<file path="config.mk">
export PLATFORM = sky130hd
export DESIGN_NAME = pcs_link2_aer_regs
export DESIGN_NICKNAME = d
export VERILOG_FILES = /design/src/core/pcs_pkg.sv /design/src/core/pcs_rw_field.sv /design/src/core/pcs_w1c_status.sv /design/src/core/pcs_link2_aer_regs.sv
export VERILOG_INCLUDE_DIRS = /design/src /design/src/core
export SDC_FILE = /design/constraint.sdc
export NUM_CORES = 1
export LEC_CHECK = 0
export ABC_CLOCK_PERIOD_IN_PS = 1300
export BUFFER_PORTS_ARGS = -buffer_cell sky130_fd_sc_hd__buf_2
export CAP_MARGIN = 0
export CORE_MARGIN = 4
export CORE_UTILIZATION = 46
export CTS_CLUSTER_DIAMETER = 80
export DETAILED_ROUTE_END_ITERATION = 10
export GPL_TIMING_DRIVEN = 1
export PLACE_DENSITY = 0.76
export SLEW_MARGIN = 20
export SYNTH_ARGS = -nofsm -noshare
export SYNTH_HDL_FRONTEND = slang
export SYNTH_SLANG_ARGS = --single-unit
</file>
<file path="constraint.sdc">
create_clock -name mclk -period 1.3 [get_ports mclk]
set_input_delay 0.13 -clock mclk [delete_from_list [all_inputs] [get_ports mclk]]
set_output_delay 0.13 -clock mclk [all_outputs]
set_load 0.02 [all_outputs]
</file>
<file path="src/core/pcs_cfg.svh">
// constants for the link-2 / error-reporting configuration slice
// assumes byte addresses inside a 4 KB configuration space
`ifndef PCS_CFG_SVH
`define PCS_CFG_SVH

// ************************************************************
// register offsets (byte addresses, dword aligned)
// ************************************************************
`define PCS_OFF_LINK2 12'h0f0
`define PCS_OFF_SLOT_CAP2 12'h0f4
`define PCS_OFF_SLOT2 12'h0f8
`define PCS_OFF_AER_HDR 12'h100
`define PCS_OFF_UNCOR_STS 12'h104

// ************************************************************
// link control 2 field layout and reset values
// ************************************************************
`define PCS_LC2_RST 16'h0002
`define PCS_LC2_WMASK 16'h1fbf
`define PCS_LC2_SPEED 3:0
`define PCS_LC2_COMPL 4
`define PCS_LC2_HWSPD 5
`define PCS_LC2_DEEMPH_SEL 6
`define PCS_LC2_MARGIN 9:7
`define PCS_LC2_MOD_COMPL 10
`define PCS_LC2_SOS 11
`define PCS_LC2_CDEEMPH 12
`define PCS_DEEMPH_UP 1'b0
`define PCS_DEEMPH_DOWN 1'b1

// ************************************************************
// error reporting header and uncorrectable status layout
// ************************************************************
`define PCS_AER_CAP_ID 16'h0001
`define PCS_AER_VERSION 4'h1
`define PCS_AER_NEXT 12'h140
`define PCS_UES_IMPL 32'h003ff011
`define PCS_UES_TRAIN 0
`define PCS_UES_DLP 4
`define PCS_UES_POISON 12
`define PCS_UES_FCP 13
`define PCS_UES_CPL_TO 14
`define PCS_UES_CPL_ABORT 15
`define PCS_UES_UNEXP_CPL 16
`define PCS_UES_RX_OVF 17
`define PCS_UES_MALFORMED 18
`define PCS_UES_ECRC 19
`define PCS_UES_UNSUP_REQ 20
`define PCS_UES_ACS 21

`endif

</file>
<file path="src/core/pcs_pkg.sv">
// types shared by the configuration slice modules
// assumes pcs_cfg.svh is on the include path
package pcs_pkg;

    typedef enum logic {PCS_ST_STRAP, PCS_ST_RUN} pcs_phase_t;

    typedef struct packed {
        pcs_phase_t phase;
        logic downstream;
        logic deemph_sel;
        logic cur_deemph;
        logic tx_deemph;
        logic [31:0] rdata;
        logic rvalid;
    } pcs_main_t;

    typedef struct packed {
        logic [15:0] val;
    } pcs_field_t;

    typedef struct packed {
        logic [31:0] val;
    } pcs_sts_t;

    // expand byte enables to a bit mask
    function automatic logic [31:0] pcs_be_mask(input logic [3:0] be);
        logic [31:0] m;
        m = {{8{be[3]}}, {8{be[2]}}, {8{be[1]}}, {8{be[0]}}};
        return m;
    endfunction : pcs_be_mask

endpackage : pcs_pkg

</file>
<file path="src/core/pcs_rw_field.sv">
// 16-bit software-writable field with per-bit write mask
// assumes writes arrive as single-cycle strobes with byte enables
`timescale 1ns/1ns
module pcs_rw_field import pcs_pkg::*; #(
    parameter logic [15:0] RST_VAL = 16'h0000,
    parameter logic [15:0] WMASK = 16'hffff
) (
    input wire logic mclk,
    input wire logic resetn,
    input wire logic wr_en,
    input wire logic [1:0] wr_be,
    input wire logic [15:0] wr_data,
    output logic [15:0] q
);
    pcs_field_t st_reg;
    pcs_field_t st_next;
    logic [31:0] bm;

    // only masked bits take write data; reserved bits keep their value
    always_comb begin
        bm = pcs_be_mask({2'b00, wr_be});
        st_next = st_reg;
        if (wr_en) begin
            st_next.val = (st_reg.val & ~(WMASK & bm[15:0])) | (wr_data & WMASK & bm[15:0]);
        end
    end

    always_ff @(posedge mclk or negedge resetn) begin
        if (!resetn) begin
            st_reg <= '{val: RST_VAL};
        end else begin
            st_reg <= st_next;
        end
    end

    assign q = st_reg.val;
endmodule : pcs_rw_field

</file>
<file path="src/core/pcs_w1c_status.sv">
// sticky event status with write-one-to-clear
// assumes set inputs are one-cycle pulses from the event sources
`timescale 1ns/1ns
module pcs_w1c_status import pcs_pkg::*; #(
    parameter logic [31:0] IMPL = 32'hffffffff
) (
    input wire logic mclk,
    input wire logic resetn,
    input wire logic [31:0] set_vec,
    input wire logic clr_en,
    input wire logic [3:0] clr_be,
    input wire logic [31:0] clr_data,
    output logic [31:0] q
);
    pcs_sts_t st_reg;
    pcs_sts_t st_next;
    logic [31:0] clr_mask;

    // set is applied after clear so an event in the clearing cycle survives
    always_comb begin
        clr_mask = clr_en ? (clr_data & pcs_be_mask(clr_be)) : 32'h00000000;
        st_next.val = ((st_reg.val & ~clr_mask) | set_vec) & IMPL;
    end

    always_ff @(posedge mclk or negedge resetn) begin
        if (!resetn) begin
            st_reg <= '{val: 32'h00000000};
        end else begin
            st_reg <= st_next;
        end
    end

    assign q = st_reg.val;
endmodule : pcs_w1c_status

</file>
<file path="src/core/pcs_link2_aer_regs.sv">
// configuration registers: link control/status 2, slot 2 set,
// error reporting header and uncorrectable error status
// assumes config requests are decoded to one-cycle read/write strobes,
// and that event inputs are one-cycle pulses on mclk
`timescale 1ns/1ns
`include "pcs_cfg.svh"
module pcs_link2_aer_regs import pcs_pkg::*; (
    input wire logic mclk,
    input wire logic resetn,
    // port role strap, sampled once after reset release
    input wire logic port_is_downstream,
    // configuration access
    input wire logic cfg_wr_en,
    input wire logic cfg_rd_en,
    input wire logic [11:0] cfg_addr,
    input wire logic [3:0] cfg_byte_en,
    input wire logic [31:0] cfg_wdata,
    output logic [31:0] cfg_rdata,
    output logic cfg_rd_valid,
    // default preload from serial management or eeprom
    input wire logic preload_valid,
    input wire logic preload_deemph_sel,
    // de-emphasis level reported by the physical layer
    input wire logic link_deemph_update,
    input wire logic link_deemph_level,
    // error events from the link and transaction layers
    input wire logic event_training_err,
    input wire logic event_dl_protocol_err,
    input wire logic event_poisoned_tlp,
    input wire logic event_fc_protocol_err,
    input wire logic event_cpl_timeout,
    input wire logic event_completer_abort,
    input wire logic event_unexpected_cpl,
    input wire logic event_rx_overflow,
    input wire logic event_malformed_tlp,
    input wire logic event_ecrc_err,
    input wire logic event_unsupported_req,
    input wire logic event_acs_violation,
    // link control 2 settings toward the link logic
    output logic [3:0] link_target_speed,
    output logic link_enter_compliance,
    output logic hardware_speed_change_disable,
    output logic [2:0] link_tx_margin,
    output logic link_enter_mod_compliance,
    output logic compliance_skip_sets,
    output logic link_compliance_deemph,
    output logic link_tx_deemph
);

    // ************************************************************
    // state and decode
    // ************************************************************
    pcs_main_t st_reg;
    pcs_main_t st_next;
    logic [15:0] lc2_q;
    logic [31:0] ues_q;
    logic [31:0] ues_set;
    logic [15:0] lc2_view;
    logic [15:0] ls2_view;
    logic [31:0] aer_hdr;
    logic hit_link2;
    logic hit_ues;

    // dword compare; the low two address bits select bytes, not registers
    function automatic logic addr_hit(input logic [11:0] a, input logic [11:0] off);
        return a[11:2] == off[11:2];
    endfunction : addr_hit

    assign hit_link2 = addr_hit(cfg_addr, `PCS_OFF_LINK2);
    assign hit_ues = addr_hit(cfg_addr, `PCS_OFF_UNCOR_STS);

    // ************************************************************
    // link control 2 writable fields
    // ************************************************************
    // upper half of the dword is status only, so only the low byte lanes reach it
    pcs_rw_field #(
        .RST_VAL(`PCS_LC2_RST),
        .WMASK(`PCS_LC2_WMASK)
    ) u_lc2 (
        .mclk(mclk),
        .resetn(resetn),
        .wr_en(cfg_wr_en && hit_link2),
        .wr_be(cfg_byte_en[1:0]),
        .wr_data(cfg_wdata[15:0]),
        .q(lc2_q)
    );

    // ************************************************************
    // uncorrectable error status
    // ************************************************************
    // gather event pulses into their status bit positions
    always_comb begin
        ues_set = 32'h00000000;
        ues_set[`PCS_UES_TRAIN] = event_training_err;
        ues_set[`PCS_UES_DLP] = event_dl_protocol_err;
        ues_set[`PCS_UES_POISON] = event_poisoned_tlp;
        ues_set[`PCS_UES_FCP] = event_fc_protocol_err;
        ues_set[`PCS_UES_CPL_TO] = event_cpl_timeout;
        ues_set[`PCS_UES_CPL_ABORT] = event_completer_abort;
        ues_set[`PCS_UES_UNEXP_CPL] = event_unexpected_cpl;
        ues_set[`PCS_UES_RX_OVF] = event_rx_overflow;
        ues_set[`PCS_UES_MALFORMED] = event_malformed_tlp;
        ues_set[`PCS_UES_ECRC] = event_ecrc_err;
        ues_set[`PCS_UES_UNSUP_REQ] = event_unsupported_req;
        ues_set[`PCS_UES_ACS] = event_acs_violation;
    end

    pcs_w1c_status #(
        .IMPL(`PCS_UES_IMPL)
    ) u_ues (
        .mclk(mclk),
        .resetn(resetn),
        .set_vec(ues_set),
        .clr_en(cfg_wr_en && hit_ues),
        .clr_be(cfg_byte_en),
        .clr_data(cfg_wdata),
        .q(ues_q)
    );

    // ************************************************************
    // read views
    // ************************************************************
    // select bit is not stored by the write field; it is spliced in here
    always_comb begin
        lc2_view = lc2_q;
        lc2_view[`PCS_LC2_DEEMPH_SEL] = st_reg.deemph_sel;
        ls2_view = 16'h0000;
        ls2_view[0] = st_reg.cur_deemph;
    end

    // constant capability header
    assign aer_hdr = {`PCS_AER_NEXT, `PCS_AER_VERSION, `PCS_AER_CAP_ID};

    // ************************************************************
    // main state update
    // ************************************************************
    // the strap is caught in the first cycle after reset release, since an
    // asynchronous reset may only load constants
    always_comb begin
        st_next = st_reg;
        st_next.rvalid = 1'b0;
        unique case (st_reg.phase)
            PCS_ST_STRAP: begin
                st_next.downstream = port_is_downstream;
                st_next.deemph_sel = port_is_downstream ? `PCS_DEEMPH_DOWN : `PCS_DEEMPH_UP;
                st_next.cur_deemph = port_is_downstream ? `PCS_DEEMPH_DOWN : `PCS_DEEMPH_UP;
                st_next.phase = PCS_ST_RUN;
            end
            PCS_ST_RUN: begin
                // preload replaces the default; software writes never reach it
                if (preload_valid) begin
                    st_next.deemph_sel = preload_deemph_sel;
                end
                if (link_deemph_update) begin
                    st_next.cur_deemph = link_deemph_level;
                end
            end
        endcase
        // upstream ports ignore the select bit and follow the negotiated level
        st_next.tx_deemph = st_next.downstream ? st_next.deemph_sel : st_next.cur_deemph;
        // one-cycle read answer; unmapped offsets read zero
        if (cfg_rd_en) begin
            st_next.rvalid = 1'b1;
            if (hit_link2) begin
                st_next.rdata = {ls2_view, lc2_view};
            end else if (addr_hit(cfg_addr, `PCS_OFF_SLOT_CAP2)) begin
                st_next.rdata = 32'h00000000;
            end else if (addr_hit(cfg_addr, `PCS_OFF_SLOT2)) begin
                st_next.rdata = 32'h00000000;
            end else if (addr_hit(cfg_addr, `PCS_OFF_AER_HDR)) begin
                st_next.rdata = aer_hdr;
            end else if (hit_ues) begin
                st_next.rdata = ues_q;
            end else begin
                st_next.rdata = 32'h00000000;
            end
        end
    end

    // reset state is the upstream role until the strap is sampled
    always_ff @(posedge mclk or negedge resetn) begin
        if (!resetn) begin
            st_reg <= '{
                phase: PCS_ST_STRAP,
                downstream: 1'b0,
                deemph_sel: `PCS_DEEMPH_UP,
                cur_deemph: `PCS_DEEMPH_UP,
                tx_deemph: `PCS_DEEMPH_UP,
                rdata: 32'h00000000,
                rvalid: 1'b0
            };
        end else begin
            st_reg <= st_next;
        end
    end

    // ************************************************************
    // outputs
    // ************************************************************
    assign cfg_rdata = st_reg.rdata;
    assign cfg_rd_valid = st_reg.rvalid;
    assign link_target_speed = lc2_q[`PCS_LC2_SPEED];
    assign link_enter_compliance = lc2_q[`PCS_LC2_COMPL];
    assign hardware_speed_change_disable = lc2_q[`PCS_LC2_HWSPD];
    assign link_tx_margin = lc2_q[`PCS_LC2_MARGIN];
    assign link_enter_mod_compliance = lc2_q[`PCS_LC2_MOD_COMPL];
    assign compliance_skip_sets = lc2_q[`PCS_LC2_SOS];
    assign link_compliance_deemph = lc2_q[`PCS_LC2_CDEEMPH];
    assign link_tx_deemph = st_reg.tx_deemph;

endmodule : pcs_link2_aer_regs

</file>
* Word-level counts from Yosys, hierarchy flattened
Index checks and enable logic that the tools add are counted.
** Storage, ports and cells
- Flip-flop bits (word level) :: 63
- Bits in latches :: 0
- Bits in writable memories :: 0
- Memory bits (read-only) :: 0
- Input port bits :: 69
- Output and inout port bits :: 46
- Logic and storage cells :: 38
- Memories :: 0
** Cells by class
- $add $sub $neg :: 0
- Multiply operators :: 0
- Divide/modulo/power cells :: 0
- $lt $le $gt $ge :: 0
- Equality and inequality tests :: 5
- Shift-type cells :: 0
- Multiplexer cells :: 13
- Bitwise logic cells :: 9
- Reduce and logical (&&, ||, !) cells :: 2
** Operators with widths (number)
- $mux W29 :: 4
- $and A22 B22 Y22 :: 2
- $mux W22 :: 2
- $eq A10 B6 Y1 const B :: 3
- $not A22 Y22 :: 1
- $or A22 B22 Y22 :: 1
- $eq A10 B7 Y1 const B :: 2
- $and A13 B16 Y16 :: 1
- $and A16 B16 Y16 :: 1
- $not A13 Y16 :: 1
- $or A16 B16 Y16 :: 1
- $mux W1 :: 6
- $pmux W2 S2 :: 1
- $logic_and A1 B1 Y1 :: 2
- $not A1 Y1 :: 1

* Depth between registers and ports, before layout
- Word-level depth :: 6
- Mapped depth :: 5
- Depth with buffers taken out :: 4

* Modules after synthesis
From an unflattened synthesis, not the netlist that was laid out.
** Second synthesis, totals
- Cell total of the unflattened synthesis :: 249
- Area, all modules :: 3014.1 um2
** By module, submodules not included
- pcs_link2_aer_regs :: times used 1, cells each 160, area each 1918.1 um2, seq. area each 950.9 um2
- pcs_w1c_status :: times used 1, cells each 58, area each 615.6 um2, seq. area each 300.3 um2
- pcs_rw_field :: times used 1, cells each 31, area each 480.5 um2, seq. area each 301.5 um2

* Worst setup path before layout
Ideal clock, no wire load.
- Path type :: input-to-reg
- Start :: input cfg_addr[3]
- End :: register (tool-made name)
- Library setup time :: 0.125 ns
- Data arrival time :: 1.289 ns
- Data required time :: 1.175 ns
- Slack :: -0.114 ns
- Stages :: 4
- Buffers on the path :: 0
- Cell sequence :: nor4_4 nand4_4 nor2_4 mux2_2
** RTL lines
- start: declaration :: RTL line pcs_link2_aer_regs.sv:15 : input wire logic [11:0] cfg_addr,

==> run summary <==
Wirelength per Cell = 15.0 um
Clk pwr share = 0.321
Layout fillers = 441
most numerous cell in the Yosys netlist = dfrtp_1
DR vias/cell = 4.99
crit end category = flip-flop
multi-input logic area = 866 um^2
area leader, netlist = dfrtp_1
initial antenna violation count = 0
initial DRC count = 47
peak supply drop = 0.555 mV
pwr dens = 954 nW/um^2
GR Util All Layers = 0.169
Final Critical Period = 1.23 ns
Arr. time, crit path = 1.42 ns
ant diodes = 0
WP data required = 1.49 ns
leakage power = 1.62 nW
Longest Clk Path Bufs = 2
max cap viols = 0
first-pass GRT wire length = 8560 um
post-synth top area share = 0.526
CTS tree = done
Post-Syn Area = 2480 um^2
Fmax = 0.815 GHz
switching pwr = 0.722 mW
register bit total from synthesis = 53
# setup viols final = 0
async set-reset flop share out of synthesis = 1.00
clock latency on the worst-skew pair = 0.30 ns
switching share of power = 0.249
Core ar. = 5170 um^2
power share of the sequential group = 0.579
clk sink count = 53
Power, Total = 2.90 mW
Core Util, Final = 0.588
Final Hold Fails = 0
layout cells sized above 1 = 0.505
Vias = 1,782
Die ar. = 6620 um^2
largest net degree at the start of global routing = 28
Layout Nets = 355
Avg Synthesized Cell Area = 12.3 um^2
drt pass-1 iters = 4
critical path class = input port to flip-flop
gp weighted congestion = 0.792
register area = 1330 um^2
crit path max fanout = 7
Slew Viols, Final = 0
number of global-route vias before repair = 1,779
TritonCTS buffer count = 5
crit share post-route = 0.944
Detail Route Antenna Nets = 0
area growth from synthesis to layout = 22.7%
unique cell type count in the Yosys netlist = 31
Power Internal = 2.18 mW
synth warn = 0
Primary FF master, synth = dfrtp_1
Rows = 26
Post-synth EDFFs = 0
Seq/Total Area, Yosys = 0.536
I/O pin count = 115
Starting Density = 0.479
Die Width = 81.4 um
status = finished clean
die boundary height = 81.4 um
Final Skew = 0.00401 ns
Gate power share = 0.100
crit start category = input port
R2R depth = 3
RSZ-0062 raised after global routing = no
Port Buffers = 92
grt total ovfl = 0
DRC viols = 0
reg2reg setup slack = 0.26 ns
Tightest Hold Check Type = input port to flip-flop
Hold Crit Depth = 2
hpwl dp = 4170 um
Root Buffer = clkbuf_8
final WL = 5350 um
Clk pin slew, worst setup/hold paths = 0.10 ns
synth top area cells = dfrtp_1 (53%), buf_4 (12%), mux2_2 (6.4%), a21o_1 (4.2%), a22o_1 (4.2%)
# H-tree levels = 2
Commonest cells post-synth = dfrtp_1 (52), buf_4 (39), a21o_1 (14), mux2_2 (14), a22o_1 (12)
Syn Inst Count = 202
repair_timing:
item / in CTS / in global routing
endpoints found under the hold margin: 58 / 1
gates resized for setup: 0 / 0
hold buffers: 7 / 1
setup endpoints to repair: 0 / 11
buffers inserted: 0 / 2
layout make-up:
type / count / area share
well taps: 70 / 0.0288
clock buffers: 5 / 0.0226
clock inverters: 3 / 0.00700
flip-flops and latches: 53 / 0.437
repair buffers: 116 / 0.217
multi-input cells: 108 / 0.285
inverters: 2 / 0.00247
worst paths after layout:
check                                      startpoint              to
worst max-delay path                     cfg_addr[10]       flip-flop
worst min-delay path            event_fc_protocol_err     u_ues.q[13]
worst max register to register             u_ues.q[0]    cfg_rdata[0]
worst min register to register            u_ues.q[12]     u_ues.q[12]
max in group asynchronous                      resetn       async pin
min in group asynchronous                      resetn  link_tx_deemph
cells in the final DEF, fill, tap and decap left out, drive strengths merged, types with 4 or more instances in the layout:
cell type	netlist	layout
a21o	14	14
a22o	12	12
buf	42	108
clkbuf	4	5
conb	2	9
dfrtp	52	52
dlygate4sd3	0	8
mux2	14	14
nand2	11	11
nand3	8	8
nand4	7	7
nor2	4	4
o2bb2ai	8	8
per-layer routing:
layer,track usage,share of wire
met3,0.0432,0.061
met5,0,0
met1,0.210,0.41
met2,0.291,0.52
met4,0.0422,0.0071
kinds of logic (layout without fill, tap and decap cells):
group / after synthesis / after routing / synth area share
flip-flops: 53 / 53 / 0.536
buffers and inverters: 48 / 126 / 0.138
AO/OA/AOI/OAI: 41 / 41 / 0.134
AND/OR/NAND/NOR: 41 / 41 / 0.112
multiplexers: 17 / 17 / 0.0758
other: 2 / 9 / 0.00303
power groups by stage:
stage | combinational (mW) | sequential, mW | clock [mW]
after floorplan | 0.114 | 1.72 | 0
after global placement | 0.273 | 1.71 | 0
after detailed placement | 0.275 | 1.71 | 0
after CTS | 0.292 | 1.68 | 0.963
after global routing | 0.323 | 1.68 | 1.03
final | 0.291 | 1.68 | 0.929
critical path: stages:
cell and delay, ns:
buf_2 0.12, nor4_4 0.39, nand4_4 0.22, nor2_8 0.20
mux2_2 0.35
per-stage QoR:
stage	instance area, um^2	worst slack (ns)	hold WS [ns]	TNS [ns]	std cells
finish	3040	0.0733	0.00828	0	357
global route	3040	0.0140	0.000189	0	357
CTS	3010	0.0471	0.00130	0	354
detailed placement	2850	-0.281	-0.0784	-6.90	339
global placement	2850	-0.256	-0.0798	-6.41	339
floorplan	2540	-0.105	-0.166	-1.38	209
(Power assumes the default switching activity.)
